File: src/vga_port_pkg.sv
// constants for the legacy display register port decoder
package vga_port_pkg;

  // ----------------------------------------------------------------
  // widths
  // ----------------------------------------------------------------
  localparam int unsigned ADDR_W = 32;
  localparam int unsigned DATA_W = 8;
  localparam int unsigned PORT_W = 16;

  // ----------------------------------------------------------------
  // byte ports, equal to the offset from the mmio base
  // ----------------------------------------------------------------
  localparam logic [15:0] PORT_CRTC_INDEX_MONO      = 16'h03b4;
  localparam logic [15:0] PORT_CRTC_DATA_MONO       = 16'h03b5;
  localparam logic [15:0] PORT_STATUS_ONE_MONO      = 16'h03ba;
  localparam logic [15:0] PORT_ATTRIBUTE_WRITE      = 16'h03c0;
  localparam logic [15:0] PORT_ATTRIBUTE_READ       = 16'h03c1;
  localparam logic [15:0] PORT_STATUS_ZERO_MISC     = 16'h03c2;
  localparam logic [15:0] PORT_SEQUENCER_INDEX      = 16'h03c4;
  localparam logic [15:0] PORT_SEQUENCER_DATA       = 16'h03c5;
  localparam logic [15:0] PORT_PALETTE_PIXEL_MASK   = 16'h03c6;
  localparam logic [15:0] PORT_PALETTE_STATE_READ   = 16'h03c7;
  localparam logic [15:0] PORT_PALETTE_WRITE_INDEX  = 16'h03c8;
  localparam logic [15:0] PORT_PALETTE_DATA         = 16'h03c9;
  localparam logic [15:0] PORT_FEATURE_READBACK     = 16'h03ca;
  localparam logic [15:0] PORT_MISC_READBACK        = 16'h03cc;
  localparam logic [15:0] PORT_GRAPHICS_CTRL_INDEX  = 16'h03ce;
  localparam logic [15:0] PORT_GRAPHICS_CTRL_DATA   = 16'h03cf;
  localparam logic [15:0] PORT_CRTC_INDEX_COLOR     = 16'h03d4;
  localparam logic [15:0] PORT_CRTC_DATA_COLOR      = 16'h03d5;
  localparam logic [15:0] PORT_EXTENSION_INDEX      = 16'h03d6;
  localparam logic [15:0] PORT_EXTENSION_DATA       = 16'h03d7;
  localparam logic [15:0] PORT_STATUS_ONE_COLOR     = 16'h03da;

  // ----------------------------------------------------------------
  // indexed groups: depth and populated indices
  // ----------------------------------------------------------------
  localparam int unsigned SEQ_DEPTH  = 8;
  localparam logic [7:0]  SEQ_VALID  = 8'h9f;
  localparam int unsigned GFX_DEPTH  = 25;
  localparam logic [24:0] GFX_VALID  = 25'h10301ff;
  localparam int unsigned ATTR_DEPTH = 21;
  localparam logic [20:0] ATTR_VALID = 21'h1fffff;
  localparam int unsigned CRTC_DEPTH = 25;
  localparam logic [24:0] CRTC_VALID = 25'h1ffffff;
  localparam int unsigned EXT_DEPTH  = 256;

  localparam logic [7:0] CRTC_IDX_MEMORY_READ_LATCH       = 8'h22;
  localparam logic [7:0] CRTC_IDX_ATTRIBUTE_TOGGLE_READBACK = 8'h24;
  localparam int unsigned TOGGLE_READBACK_BIT = 7;

  // ----------------------------------------------------------------
  // reset values and palette access states
  // ----------------------------------------------------------------
  localparam logic [7:0] RST_BYTE            = 8'h00;
  localparam logic [1:0] PAL_STATE_WRITE_MODE = 2'h0;
  localparam logic [1:0] PAL_STATE_READ_MODE  = 2'h3;

endpackage : vga_port_pkg

File: src/index_group_if.sv
// carrier between the decoder and one indexed register group
`timescale 1ns/100ps
`default_nettype none
interface index_group_if;
  logic       index_we;
  logic       data_we;
  logic [7:0] wdata;
  logic [7:0] index;
  logic [7:0] rdata;
  logic       hit;

  modport bank (input index_we, input data_we, input wdata, output index, output rdata, output hit);
  modport ctrl (output index_we, output data_we, output wdata, input index, input rdata, input hit);
endinterface : index_group_if
`default_nettype wire

File: src/index_group_bank.sv
// one indexed register group: index latch plus data array
`timescale 1ns/100ps
`default_nettype none
module index_group_bank #(
  parameter int unsigned      DEPTH = 8,
  parameter logic [DEPTH-1:0] VALID = '1
) (
  input  wire logic  clk_i,
  input  wire logic  arst_n_i,
  index_group_if.bank grp
);

  logic [7:0] index_reg;
  logic [7:0] mem_reg [DEPTH];
  logic       valid_idx;

  // ----------------------------------------------------------------
  // index decode
  // ----------------------------------------------------------------
  // out-of-range indices are held but reach nothing
  always_comb
  begin
    valid_idx = 1'b0;
    if (32'(index_reg) < DEPTH)
    begin
      valid_idx = VALID[index_reg[$clog2(DEPTH)-1:0]];
    end
  end

  always_ff @(posedge clk_i or negedge arst_n_i)
  begin
    if (!arst_n_i)
    begin
      index_reg <= vga_port_pkg::RST_BYTE;
    end
    else if (grp.index_we)
    begin
      index_reg <= grp.wdata;
    end
  end

  always_ff @(posedge clk_i or negedge arst_n_i)
  begin
    if (!arst_n_i)
    begin
      for (int i = 0; i < int'(DEPTH); i++)
      begin
        mem_reg[i] <= vga_port_pkg::RST_BYTE;
      end
    end
    else if (grp.data_we && valid_idx)
    begin
      mem_reg[index_reg[$clog2(DEPTH)-1:0]] <= grp.wdata;
    end
  end

  assign grp.index = index_reg;
  assign grp.hit   = valid_idx;
  assign grp.rdata = valid_idx ? mem_reg[index_reg[$clog2(DEPTH)-1:0]] : 8'h00;

endmodule : index_group_bank
`default_nettype wire

File: src/vga_port_register_decode.sv
// legacy display register port decoder for i/o and memory space
//
// Behaviour
// - memory accesses decode as offset from mmio base, offset equals port number.
// - the same register set is also decoded in host i/o space.
// - attribute port writes alternate index load and data write via a toggle.
// - port above attribute port reads indexed attribute data; writes ignored.
// - index port write selects which register the group data port reaches.
// - status ports read input status one, writes load feature control.
// - misc port reads input status zero, writes load misc output.
// - misc output readable at its readback port; writes there ignored.
// - feature control readable at its readback port; writes there ignored.
// - palette state port reads access state, writes load read index.
// - palette write index, data and pixel mask are read/write ports.
// - crtc index/data decoded at mono and colour pairs, one register set.
// - extension index and data ports give indexed extension access.
// - sequencer decodes indices zero to four and seven.
// - graphics controller decodes zero to eight plus mapping, page, flags.
// - attribute decodes sixteen palette entries and controls up to index 14h.
// - crtc index 24h reads attribute toggle, 22h reads memory read latch.
`timescale 1ns/100ps
`default_nettype none
module vga_port_register_decode #(
  parameter int unsigned ADDR_W = vga_port_pkg::ADDR_W
) (
  input  wire logic              clk_i,
  input  wire logic              arst_n_i,
  input  wire logic              req_i,
  input  wire logic              we_i,
  input  wire logic              io_space_i,
  input  wire logic [ADDR_W-1:0] addr_i,
  input  wire logic [7:0]        wdata_i,
  input  wire logic [ADDR_W-1:0] mmio_base_address_i,
  input  wire logic [7:0]        input_status_zero_i,
  input  wire logic [7:0]        input_status_one_i,
  input  wire logic [7:0]        memory_read_latch_i,
  input  wire logic [7:0]        palette_data_i,
  output logic                   ack_o,
  output logic [7:0]             rdata_o,
  output logic                   palette_data_wr_o,
  output logic                   palette_data_rd_o,
  output logic [7:0]             palette_data_o,
  output logic [7:0]             misc_output_o,
  output logic [7:0]             feature_control_o,
  output logic [7:0]             palette_pixel_mask_o,
  output logic [7:0]             palette_read_index_o,
  output logic [7:0]             palette_write_index_o
);

  // ----------------------------------------------------------------
  // address decode
  // ----------------------------------------------------------------
  logic [ADDR_W-1:0] offset;
  logic              in_range;
  logic [15:0]       port;
  logic              rd;
  logic              wr;

  // port numbers are sixteen bits; anything above is not ours
  function automatic logic upper_clear(input logic [ADDR_W-1:0] a);
    return (a >> vga_port_pkg::PORT_W) == '0;
  endfunction : upper_clear

  always_comb
  begin
    offset   = io_space_i ? addr_i : addr_i - mmio_base_address_i;
    in_range = upper_clear(offset);
    port     = offset[15:0];
  end

  assign rd = req_i && !we_i && in_range;
  assign wr = req_i && we_i && in_range;

  // ----------------------------------------------------------------
  // indexed groups
  // ----------------------------------------------------------------
  index_group_if seq_if ();
  index_group_if gfx_if ();
  index_group_if attr_if ();
  index_group_if crtc_if ();
  index_group_if ext_if ();

  index_group_bank #(
    .DEPTH (vga_port_pkg::SEQ_DEPTH),
    .VALID (vga_port_pkg::SEQ_VALID)
  ) u_seq (
    .clk_i    (clk_i),
    .arst_n_i (arst_n_i),
    .grp      (seq_if.bank)
  );

  index_group_bank #(
    .DEPTH (vga_port_pkg::GFX_DEPTH),
    .VALID (vga_port_pkg::GFX_VALID)
  ) u_gfx (
    .clk_i    (clk_i),
    .arst_n_i (arst_n_i),
    .grp      (gfx_if.bank)
  );

  index_group_bank #(
    .DEPTH (vga_port_pkg::ATTR_DEPTH),
    .VALID (vga_port_pkg::ATTR_VALID)
  ) u_attr (
    .clk_i    (clk_i),
    .arst_n_i (arst_n_i),
    .grp      (attr_if.bank)
  );

  index_group_bank #(
    .DEPTH (vga_port_pkg::CRTC_DEPTH),
    .VALID (vga_port_pkg::CRTC_VALID)
  ) u_crtc (
    .clk_i    (clk_i),
    .arst_n_i (arst_n_i),
    .grp      (crtc_if.bank)
  );

  index_group_bank #(
    .DEPTH (vga_port_pkg::EXT_DEPTH),
    .VALID ({vga_port_pkg::EXT_DEPTH{1'b1}})
  ) u_ext (
    .clk_i    (clk_i),
    .arst_n_i (arst_n_i),
    .grp      (ext_if.bank)
  );

  // ----------------------------------------------------------------
  // attribute toggle
  // ----------------------------------------------------------------
  logic attr_toggle_reg;
  logic attr_wr;

  assign attr_wr = wr && (port == vga_port_pkg::PORT_ATTRIBUTE_WRITE);

  // flips on every write to the attribute port, never on reads
  always_ff @(posedge clk_i or negedge arst_n_i)
  begin
    if (!arst_n_i)
    begin
      attr_toggle_reg <= 1'b0;
    end
    else if (attr_wr)
    begin
      attr_toggle_reg <= !attr_toggle_reg;
    end
  end

  // ----------------------------------------------------------------
  // group strobes
  // ----------------------------------------------------------------
  logic crtc_index_port;
  logic crtc_data_port;

  assign crtc_index_port = (port == vga_port_pkg::PORT_CRTC_INDEX_MONO)
                        || (port == vga_port_pkg::PORT_CRTC_INDEX_COLOR);
  assign crtc_data_port  = (port == vga_port_pkg::PORT_CRTC_DATA_MONO)
                        || (port == vga_port_pkg::PORT_CRTC_DATA_COLOR);

  assign seq_if.wdata    = wdata_i;
  assign gfx_if.wdata    = wdata_i;
  assign attr_if.wdata   = wdata_i;
  assign crtc_if.wdata   = wdata_i;
  assign ext_if.wdata    = wdata_i;

  assign seq_if.index_we  = wr && (port == vga_port_pkg::PORT_SEQUENCER_INDEX);
  assign seq_if.data_we   = wr && (port == vga_port_pkg::PORT_SEQUENCER_DATA);
  assign gfx_if.index_we  = wr && (port == vga_port_pkg::PORT_GRAPHICS_CTRL_INDEX);
  assign gfx_if.data_we   = wr && (port == vga_port_pkg::PORT_GRAPHICS_CTRL_DATA);
  assign attr_if.index_we = attr_wr && !attr_toggle_reg;
  assign attr_if.data_we  = attr_wr && attr_toggle_reg;
  assign crtc_if.index_we = wr && crtc_index_port;
  assign crtc_if.data_we  = wr && crtc_data_port;
  assign ext_if.index_we  = wr && (port == vga_port_pkg::PORT_EXTENSION_INDEX);
  assign ext_if.data_we   = wr && (port == vga_port_pkg::PORT_EXTENSION_DATA);

  // ----------------------------------------------------------------
  // direct registers
  // ----------------------------------------------------------------
  logic [7:0] misc_output_reg;
  logic [7:0] feature_control_reg;
  logic [7:0] pixel_mask_reg;
  logic [7:0] read_index_reg;
  logic [7:0] write_index_reg;
  logic [1:0] access_state_reg;

  always_ff @(posedge clk_i or negedge arst_n_i)
  begin
    if (!arst_n_i)
    begin
      misc_output_reg <= vga_port_pkg::RST_BYTE;
    end
    else if (wr && (port == vga_port_pkg::PORT_STATUS_ZERO_MISC))
    begin
      misc_output_reg <= wdata_i;
    end
  end

  always_ff @(posedge clk_i or negedge arst_n_i)
  begin
    if (!arst_n_i)
    begin
      feature_control_reg <= vga_port_pkg::RST_BYTE;
    end
    else if (wr && ((port == vga_port_pkg::PORT_STATUS_ONE_MONO)
                 || (port == vga_port_pkg::PORT_STATUS_ONE_COLOR)))
    begin
      feature_control_reg <= wdata_i;
    end
  end

  always_ff @(posedge clk_i or negedge arst_n_i)
  begin
    if (!arst_n_i)
    begin
      pixel_mask_reg <= vga_port_pkg::RST_BYTE;
    end
    else if (wr && (port == vga_port_pkg::PORT_PALETTE_PIXEL_MASK))
    begin
      pixel_mask_reg <= wdata_i;
    end
  end

  // access state follows whichever palette index was loaded last
  always_ff @(posedge clk_i or negedge arst_n_i)
  begin
    if (!arst_n_i)
    begin
      read_index_reg   <= vga_port_pkg::RST_BYTE;
      write_index_reg  <= vga_port_pkg::RST_BYTE;
      access_state_reg <= vga_port_pkg::PAL_STATE_WRITE_MODE;
    end
    else if (wr && (port == vga_port_pkg::PORT_PALETTE_STATE_READ))
    begin
      read_index_reg   <= wdata_i;
      access_state_reg <= vga_port_pkg::PAL_STATE_READ_MODE;
    end
    else if (wr && (port == vga_port_pkg::PORT_PALETTE_WRITE_INDEX))
    begin
      write_index_reg  <= wdata_i;
      access_state_reg <= vga_port_pkg::PAL_STATE_WRITE_MODE;
    end
  end

  // ----------------------------------------------------------------
  // palette data strobes
  // ----------------------------------------------------------------
  // the palette ram sits outside; it sees a one-cycle strobe per access
  always_ff @(posedge clk_i or negedge arst_n_i)
  begin
    if (!arst_n_i)
    begin
      palette_data_wr_o <= 1'b0;
      palette_data_rd_o <= 1'b0;
      palette_data_o    <= vga_port_pkg::RST_BYTE;
    end
    else
    begin
      palette_data_wr_o <= wr && (port == vga_port_pkg::PORT_PALETTE_DATA);
      palette_data_rd_o <= rd && (port == vga_port_pkg::PORT_PALETTE_DATA);
      if (wr && (port == vga_port_pkg::PORT_PALETTE_DATA))
      begin
        palette_data_o <= wdata_i;
      end
    end
  end

  // ----------------------------------------------------------------
  // read mux
  // ----------------------------------------------------------------
  logic [7:0] crtc_read;
  logic [7:0] read_value;

  always_comb
  begin
    if (crtc_if.index == vga_port_pkg::CRTC_IDX_MEMORY_READ_LATCH)
    begin
      crtc_read = memory_read_latch_i;
    end
    else if (crtc_if.index == vga_port_pkg::CRTC_IDX_ATTRIBUTE_TOGGLE_READBACK)
    begin
      crtc_read = 8'h00;
      crtc_read[vga_port_pkg::TOGGLE_READBACK_BIT] = attr_toggle_reg;
    end
    else
    begin
      crtc_read = crtc_if.rdata;
    end
  end

  always_comb
  begin
    read_value = 8'h00;
    case (port)
      vga_port_pkg::PORT_CRTC_INDEX_MONO,
      vga_port_pkg::PORT_CRTC_INDEX_COLOR:    read_value = crtc_if.index;
      vga_port_pkg::PORT_CRTC_DATA_MONO,
      vga_port_pkg::PORT_CRTC_DATA_COLOR:     read_value = crtc_read;
      vga_port_pkg::PORT_STATUS_ONE_MONO,
      vga_port_pkg::PORT_STATUS_ONE_COLOR:    read_value = input_status_one_i;
      vga_port_pkg::PORT_ATTRIBUTE_WRITE:     read_value = attr_if.index;
      vga_port_pkg::PORT_ATTRIBUTE_READ:      read_value = attr_if.rdata;
      vga_port_pkg::PORT_STATUS_ZERO_MISC:    read_value = input_status_zero_i;
      vga_port_pkg::PORT_SEQUENCER_INDEX:     read_value = seq_if.index;
      vga_port_pkg::PORT_SEQUENCER_DATA:      read_value = seq_if.rdata;
      vga_port_pkg::PORT_PALETTE_PIXEL_MASK:  read_value = pixel_mask_reg;
      vga_port_pkg::PORT_PALETTE_STATE_READ:  read_value = {6'h00, access_state_reg};
      vga_port_pkg::PORT_PALETTE_WRITE_INDEX: read_value = write_index_reg;
      vga_port_pkg::PORT_PALETTE_DATA:        read_value = palette_data_i;
      vga_port_pkg::PORT_FEATURE_READBACK:    read_value = feature_control_reg;
      vga_port_pkg::PORT_MISC_READBACK:       read_value = misc_output_reg;
      vga_port_pkg::PORT_GRAPHICS_CTRL_INDEX: read_value = gfx_if.index;
      vga_port_pkg::PORT_GRAPHICS_CTRL_DATA:  read_value = gfx_if.rdata;
      vga_port_pkg::PORT_EXTENSION_INDEX:     read_value = ext_if.index;
      vga_port_pkg::PORT_EXTENSION_DATA:      read_value = ext_if.rdata;
      default:                                read_value = 8'h00;
    endcase
  end

  // ----------------------------------------------------------------
  // answer
  // ----------------------------------------------------------------
  // every request is answered one cycle later, mapped or not
  always_ff @(posedge clk_i or negedge arst_n_i)
  begin
    if (!arst_n_i)
    begin
      ack_o   <= 1'b0;
      rdata_o <= vga_port_pkg::RST_BYTE;
    end
    else
    begin
      ack_o   <= req_i;
      rdata_o <= rd ? read_value : 8'h00;
    end
  end

  assign misc_output_o         = misc_output_reg;
  assign feature_control_o     = feature_control_reg;
  assign palette_pixel_mask_o  = pixel_mask_reg;
  assign palette_read_index_o  = read_index_reg;
  assign palette_write_index_o = write_index_reg;

endmodule : vga_port_register_decode
`default_nettype wire

File: config.mk
export PLATFORM = sky130hd
export DESIGN_NAME = vga_port_register_decode
export DESIGN_NICKNAME = d
export VERILOG_FILES = /design/src/vga_port_pkg.sv /design/src/index_group_if.sv /design/src/index_group_bank.sv /design/src/vga_port_register_decode.sv
export SDC_FILE = /design/constraint.sdc
export NUM_CORES = 2
export LEC_CHECK = 0
export BUFFER_PORTS_ARGS = -buffer_cell sky130_fd_sc_hd__buf_4
export CORE_MARGIN = 4
export CORE_UTILIZATION = 64
export DETAILED_ROUTE_END_ITERATION = 8
export HOLD_SLACK_MARGIN = 0.03
export MAX_ROUTING_LAYER = met4
export PLACE_DENSITY = 0.77
export SYNTH_ARGS = -nofsm -noshare
export SYNTH_HDL_FRONTEND = slang
export SYNTH_SLANG_ARGS = --single-unit
File: constraint.sdc
create_clock -name clk_i -period 4.4 [get_ports clk_i]
set_clock_uncertainty 0.1 [all_clocks]
set_input_delay 1.32 -clock clk_i [delete_from_list [all_inputs] [get_ports clk_i]]
set_output_delay 1.32 -clock clk_i [all_outputs]
set_load 0.02 [all_outputs]
# == Word level (Yosys, flattened, before mapping) ==
# Memories as Yosys holds them, arrays and structs flattened.
# Index checks and enable logic that the tools add are counted.
# W data, S select, Z words.
# op_classes
order_cmp,19
n_mux,51
n_reduce_logical,43
addsub,1
eq_ne,23
bitwise_logic,6
# ops
cell,count
$bwmux W2048,1
$bwmux W200,2
$eq A16 B10 Y1 const B,21
$mux W8,23
$bwmux W168,1
$pmux W8 S18,1
$bmux W8 S5,3
$demux W8 S5,3
$bmux W8 S8,1
$bwmux W64,1
$demux W8 S8,1
$logic_and A1 B1 Y1,32
$logic_not A32 Y1,1
$mux W32,1
$sub A32 B32 Y32,1
$bmux W8 S3,1
$demux W8 S3,1
$lt A8 B5 Y1 const B,3
$ge A6 B6 Y1 const B,3
$lt A5 B6 Y1 const B,3
$lt A6 B1 Y1 const B,3
$not A5 Y6,3
$eq A8 B6 Y1 const B,2
$ge A9 B9 Y1 const B,1
other kinds (16),30
# word_totals
romBits,360
input_bits,109
memories,5
out_inout_bits,59
regBits,2782
# mem_list
name,words,width,read_ports,rd_ports_with_merged_regs,write_ports,line_no,rtl
(no name shown),256,1,1,0,0,index_group_bank.sv:26,valid_idx = VALID[index_reg[$clog2(DEPTH)-1:0]];
(no name shown),32,1,1,0,0,index_group_bank.sv:26,
(no name shown),32,1,1,0,0,index_group_bank.sv:26,
(no name shown),32,1,1,0,0,index_group_bank.sv:26,
(no name shown),8,1,1,0,0,index_group_bank.sv:26,

# == Logic depth before layout (Yosys ltp) ==
# logic_depth
depth_word,9
ltp_mapped,16
depth_no_buf,13

# == Modules after synthesis ==
# Synthesis repeated with hierarchy kept, for this count alone.
# hier_totals
hier_cells,8490
hier_area_um2,126547.6
# modules_own_cells
module,area_per_inst_um2,instances,cells_each,seq_area_each_um2
index_group_bank at u_ext,92769.0,1,5843,51449.3
index_group_bank at u_crtc,9514.1,1,610,5205.0
index_group_bank at u_attr,8136.6,1,566,4404.2
index_group_bank at u_gfx,6932.9,1,468,4003.8
vga_port_register_decode,6459.9,1,802,1526.5
index_group_bank at u_seq,2735.1,1,201,1451.4

# == Worst setup path before layout ==
# Ideal clock, no wire load.
# synth_timing
path_kind,input -> register
from,input port addr_i[0]
to,register u_crtc.mem_reg[72] in the netlist's numbering
n_path_buf,2
setup_ps,125
slack_ps,-906
cell_stages,14
arrival_ps,5081
path_cell_list,inv_1 > ha_1 > fa_1 > nand2b_1 > a211oi_4 > o21ai_0 > a31oi_1 > xnor2_1 > and3_1 > buf_2 > nand3_2 > buf_4 > nor4_4 > mux2_2
# synth_between
elab_chain_cells,6
word_cells_on_any_way,9
classes_between,1 x add/sub; 2 x eq/ne; 1 x mux; 5 x reduce/logical
# synth_rtl
element,line_no,rtl
from (decl),vga_port_register_decode.sv:31,"input wire logic [ADDR_W-1:0] addr_i,"
$sub A32 B32 Y32,vga_port_register_decode.sv:66,offset = io_space_i ? addr_i : addr_i - mmio_base_address_i;
$mux W32 (*),vga_port_register_decode.sv:66,
"$logic_not A32 Y1, or another cell as far along",vga_port_register_decode.sv:61,return (a >> vga_port_pkg::PORT_W) == '0;
$logic_and A1 B1 Y1 / $logic_or A1 B1 Y1 (equally long branches),"vga_port_register_decode.sv:72, vga_port_register_decode.sv:158",
$logic_and A1 B1 Y1 (*),vga_port_register_decode.sv:173,assign crtc_if.data_we = wr && crtc_data_port;
$logic_and A1 B1 Y1 (*),index_group_bank.sv:51,else if (grp.data_we && valid_idx)
"to (signal, indexed assignment)",index_group_bank.sv:48,mem_reg[i] <= vga_port_pkg::RST_BYTE;
"to (signal, indexed assignment)",index_group_bank.sv:53,mem_reg[index_reg[$clog2(DEPTH)-1:0]] <= grp.wdata;
to (decl),index_group_bank.sv:14,logic [7:0] mem_reg [DEPTH];
# Every way passes the cells marked *; elsewhere a longest branch is shown, timed or not.
# A chain may end at the register's enable or synchronous reset.

# == Final worst setup path ==
# layout_timing
from,input port addr_i[0]
to,register u_ext.mem_reg[1864] in the netlist's numbering
# layout_between
elab_chain_cells,6
word_cells_on_any_way,7
classes_between,1 x add/sub; 1 x eq/ne; 1 x mux; 4 x reduce/logical
# layout_rtl
element,line_no,rtl
$sub A32 B32 Y32,vga_port_register_decode.sv:66,
$mux W32 (*),vga_port_register_decode.sv:66,
$logic_not A32 Y1,vga_port_register_decode.sv:61,
$logic_and A1 B1 Y1,vga_port_register_decode.sv:72,assign wr = req_i && we_i && in_range;
$logic_and A1 B1 Y1 (*),vga_port_register_decode.sv:175,assign ext_if.data_we = wr && (port == vga_port_pkg::PORT_EXTENSION_DATA);
$logic_and A1 B1 Y1 (*),index_group_bank.sv:51,
"to (signal, indexed assignment)",index_group_bank.sv:48,
"to (signal, indexed assignment)",index_group_bank.sv:53,
to (decl),index_group_bank.sv:14,
# Marks and branches as above.

==> metrics.cfg <==
[die]
core_um2=210000
fp.dieW_um=469
die_h_um=469
fp-row-count=168
pin_count=168
dieArea_um2=220000
initial_core_util_pct=64.5

[critical_path]
start_kind=primary input
cp-endpoint=u_ext.mem_reg[1864]
worst_setup_path_end_kind=register
reg2reg_to=rdata_o[1]
r2r_slack_ns=-0.02
reg2reg_from=u_ext.grp.index[0]
critical_path_required_ns=5.11
crit_path_max_fanout=9
reg2reg_depth=13
crit_start=addr_i[0]
critical_path_class=primary input to register
worst_ep_arrival_time_ns=5.16

[timing]
timing.slew.headroom_pct=18.3
setup_violations=25
drv_slew=0
finalSetupTns_ns=-0.364
final.min_clock_period_ns=4.45
timing.final.ws_setup_ns=-0.0501
finalCritPeriodShare_pct=101
hold_viol=0
fmax_ghz=0.225
tightest_slew_ns=1.23
rsz0062_at_grt=true

[route]
drt-initial-drc-count=8576
ant_nets=0
via_count=86300
first_pass_iters=8
drc=0
wl_per_cell_um=31.3
totalWireLength_mm=394
vias_per_cell=6.84

[finish]
final-instance-count-excl-fill=12600
layout.nets=9731
largest_register_ffs=2048
drive_above_1_share_pct=57.9
fin_area_um2=162000
syn_to_final_growth_pct=19.2

[run_status]
failed_checks=negative setup slack
status=finished, violations left

[run]
cap_violations=0

[place]
dp_hpwl_mm=255
placed_cells=12000
port-buffer-count=167
placed_area_um2=149000
gp_congestion=0.991

[power]
cellPowerDensity_nw_per_um2=328
p_leak_nw=78.1
ir_drop_mv=0.455

[synthesis]
synth_area_um2=136000
synth_xor_area_share_pct=0.123
synth_top_family_by_area=multiplexers
yosys_most_used_dff=dfrtp_1
synth_fa_ha_area_share_pct=0.310
syn_avg_cell_area_um2=15.5
synth_simple_gate_area_share_pct=8.02
synthMuxAreaShare_pct=35.8
synth-compound-area-share_pct=2.34
ys_seq_area_share_pct=50.8
synth_cell_types=96
synth-seq-cells=2755
syn_inst=8743
synth-edff-count=0
async_flop_share_pct=100
syn_nets=8885
yosys_warnings=0

[global_route]
antenna_found_initial=14
grt_overflow=0
grt_max_degree=141
grt_pass1_vias=89900
track_usage_pct=36.7
grt_pass1_wl_mm=587

[clock_tree]
ctsRootBufferMaster=clkbuf_16
cts_tree=built
cts_hold_buf=0
clock_sinks=2755
clkLatencyLatePin_ns=0.93
cts_made_buffers=299
clk_pin_slew_ns=0.06
htree_num_levels=5
clock_path_buffers=4

[hold_path]
worstHoldPathType=register to register

==> through the flow <==
stage | hold slack (ns) | worst slack [ns] | power, W | utilization (%)
after global routing | 0.280 | -0.118 | 0.0546 | 76.9
final | 0.275 | -0.0501 | 0.0531 | 76.9
after global placement | 0.260 | -1.21 | 0.0281 | 70.9
after floorplan | 0.324 | -0.506 | 0.0267 | -
after CTS | 0.264 | -0.0385 | 0.0532 | 75.7
after detailed placement | 0.262 | -1.22 | 0.0282 | 70.9
==> worst max-delay path, cell delays in order <==
cell and delay, ns:
buf_12 0.10, inv_12 0.03, ha_4 0.15, fa_2 0.35, nand2b_4 0.17, a211oi_4 0.27, buf_6 0.17, o21ai_4 0.07
a21oi_2 0.16, buf_4 0.13, o21ai_2 0.04, a211o_1 0.29, o22ai_4 0.23, o2111ai_4 0.16, buf_12 0.23, buf_16 0.20
clkbuf_16 0.21, nor4_4 0.30, buf_4 0.20, mux2_2 0.34
==> area by class of cell <==
cell class | count | area (um^2)
clock inverter | 84 | 1070
multi-input combinational | 5110 | 64500
clock buffer | 428 | 8640
fill | 11700 | 48500
inverter | 43 | 174
antenna | 11 | 27.5
sequential | 2755 | 69000
tap | 2805 | 3510
timing repair buffer | 1380 | 15100
==> logic make-up (layout without fill, tap and decap cells) <==
kind of cell	count (synthesis)	after routing
mux	3494	3494
flops	2755	2755
simple gates	1123	1123
buf+inv	878	1935
compound gates	441	441
fa+ha+maj	33	33
xor+xnor	19	19
other cells	0	11
==> layout by cell type (no fill, tap or decap), types with 24 or more instances in the layout <==
cell,count
clkbuf_16,329
buf_16,27
nand2_1,142
o22ai_1,44
buf_12,257
mux2_4,358
mux4_2,757
clkbuf_1,66
mux2_1,24
a22oi_1,65
o21ai_0,41
a21oi_1,64
inv_1,38
buf_4,953
nor2_1,94
nand3_1,319
clkinv_2,40
buf_6,104
clkbuf_8,59
nor3_1,37
mux2_2,2280
dfrtp_1,2744
nor2b_1,24
mux2i_1,74
nor4_4,315
==> synth_stat cells (13+ instances only) <==
| cell | count | area [um^2] |
|---|---|---|
| buf_4 | 32 | 240 |
| buf_1 | 58 | 218 |
| and3_1 | 17 | 106 |
| nand3_1 | 322 | 1610 |
| buf_2 | 144 | 721 |
| ha_1 | 32 | 400 |
| mux2_1 | 24 | 270 |
| clkbuf_1 | 593 | 2230 |
| o22ai_1 | 45 | 282 |
| a21oi_1 | 73 | 365 |
| dfrtp_1 | 2755 | 68900 |
| mux2i_1 | 75 | 751 |
| mux4_2 | 757 | 17000 |
| a211oi_1 | 13 | 97.6 |
| nor4_4 | 314 | 6680 |
| nor4_1 | 13 | 81.3 |
| inv_1 | 43 | 161 |
| nor2_1 | 107 | 402 |
| nor2b_1 | 24 | 150 |
| nand4_1 | 23 | 144 |
| a22o_1 | 14 | 123 |
| mux2_2 | 2430 | 27400 |
| o21ai_0 | 45 | 225 |
| nand2b_1 | 23 | 144 |
| a22oi_1 | 66 | 495 |
| nand2_1 | 144 | 541 |
| mux2_4 | 208 | 3120 |
| nor3_1 | 47 | 235 |
| a31oi_1 | 20 | 125 |
| o211ai_1 | 13 | 97.6 |
==> layer usage <==
metal | GRT usage (%) | part of all wire [%] | up-vias
li1 | - | - | 34900
met1 | 51.0 | 41 | 46700
met2 | 54.5 | 47 | 3887
met3 | 7.60 | 8.4 | 900
met4 | 12.9 | 4.2 | 0
met5 | - | 0 | -
==> what timing repair did <==
| item | in CTS | in global routing |
|---|---|---|
| endpoints found under the setup margin | 2507 | 2630 |
| gates resized for setup | 33 | 346 |
| cloned | 1 | 29 |
| pin swaps | 16 | 97 |
| setup buffers | 7 | 45 |
==> worst min path at each step <==
stage | end | slack, ns | depth (start not counted) | start
after floorplan | u_gfx.mem_reg[112] | 0.32 | 1 | u_gfx.mem_reg[112]
after global placement | u_gfx.mem_reg[51] | 0.26 | 0 | u_gfx.mem_reg[51]
after detailed placement | u_gfx.mem_reg[112] | 0.26 | 0 | u_gfx.mem_reg[112]
after CTS | u_ext.mem_reg[180] | 0.26 | 1 | arst_n_i
after global routing | u_ext.mem_reg[412] | 0.28 | 1 | arst_n_i
final | u_gfx.mem_reg[124] | 0.27 | 0 | u_gfx.mem_reg[124]
==> where the power goes <==
part	internal [W]	leakage (nW)	switching (W)
logic	0.000774	34.8	0.00181
registers	0.0253	38.5	0.000000150
clock network	0.0150	4.77	0.0103
total	0.0411	78.1	0.0121
No activity file was read; power rests on OpenSTA's default activity.
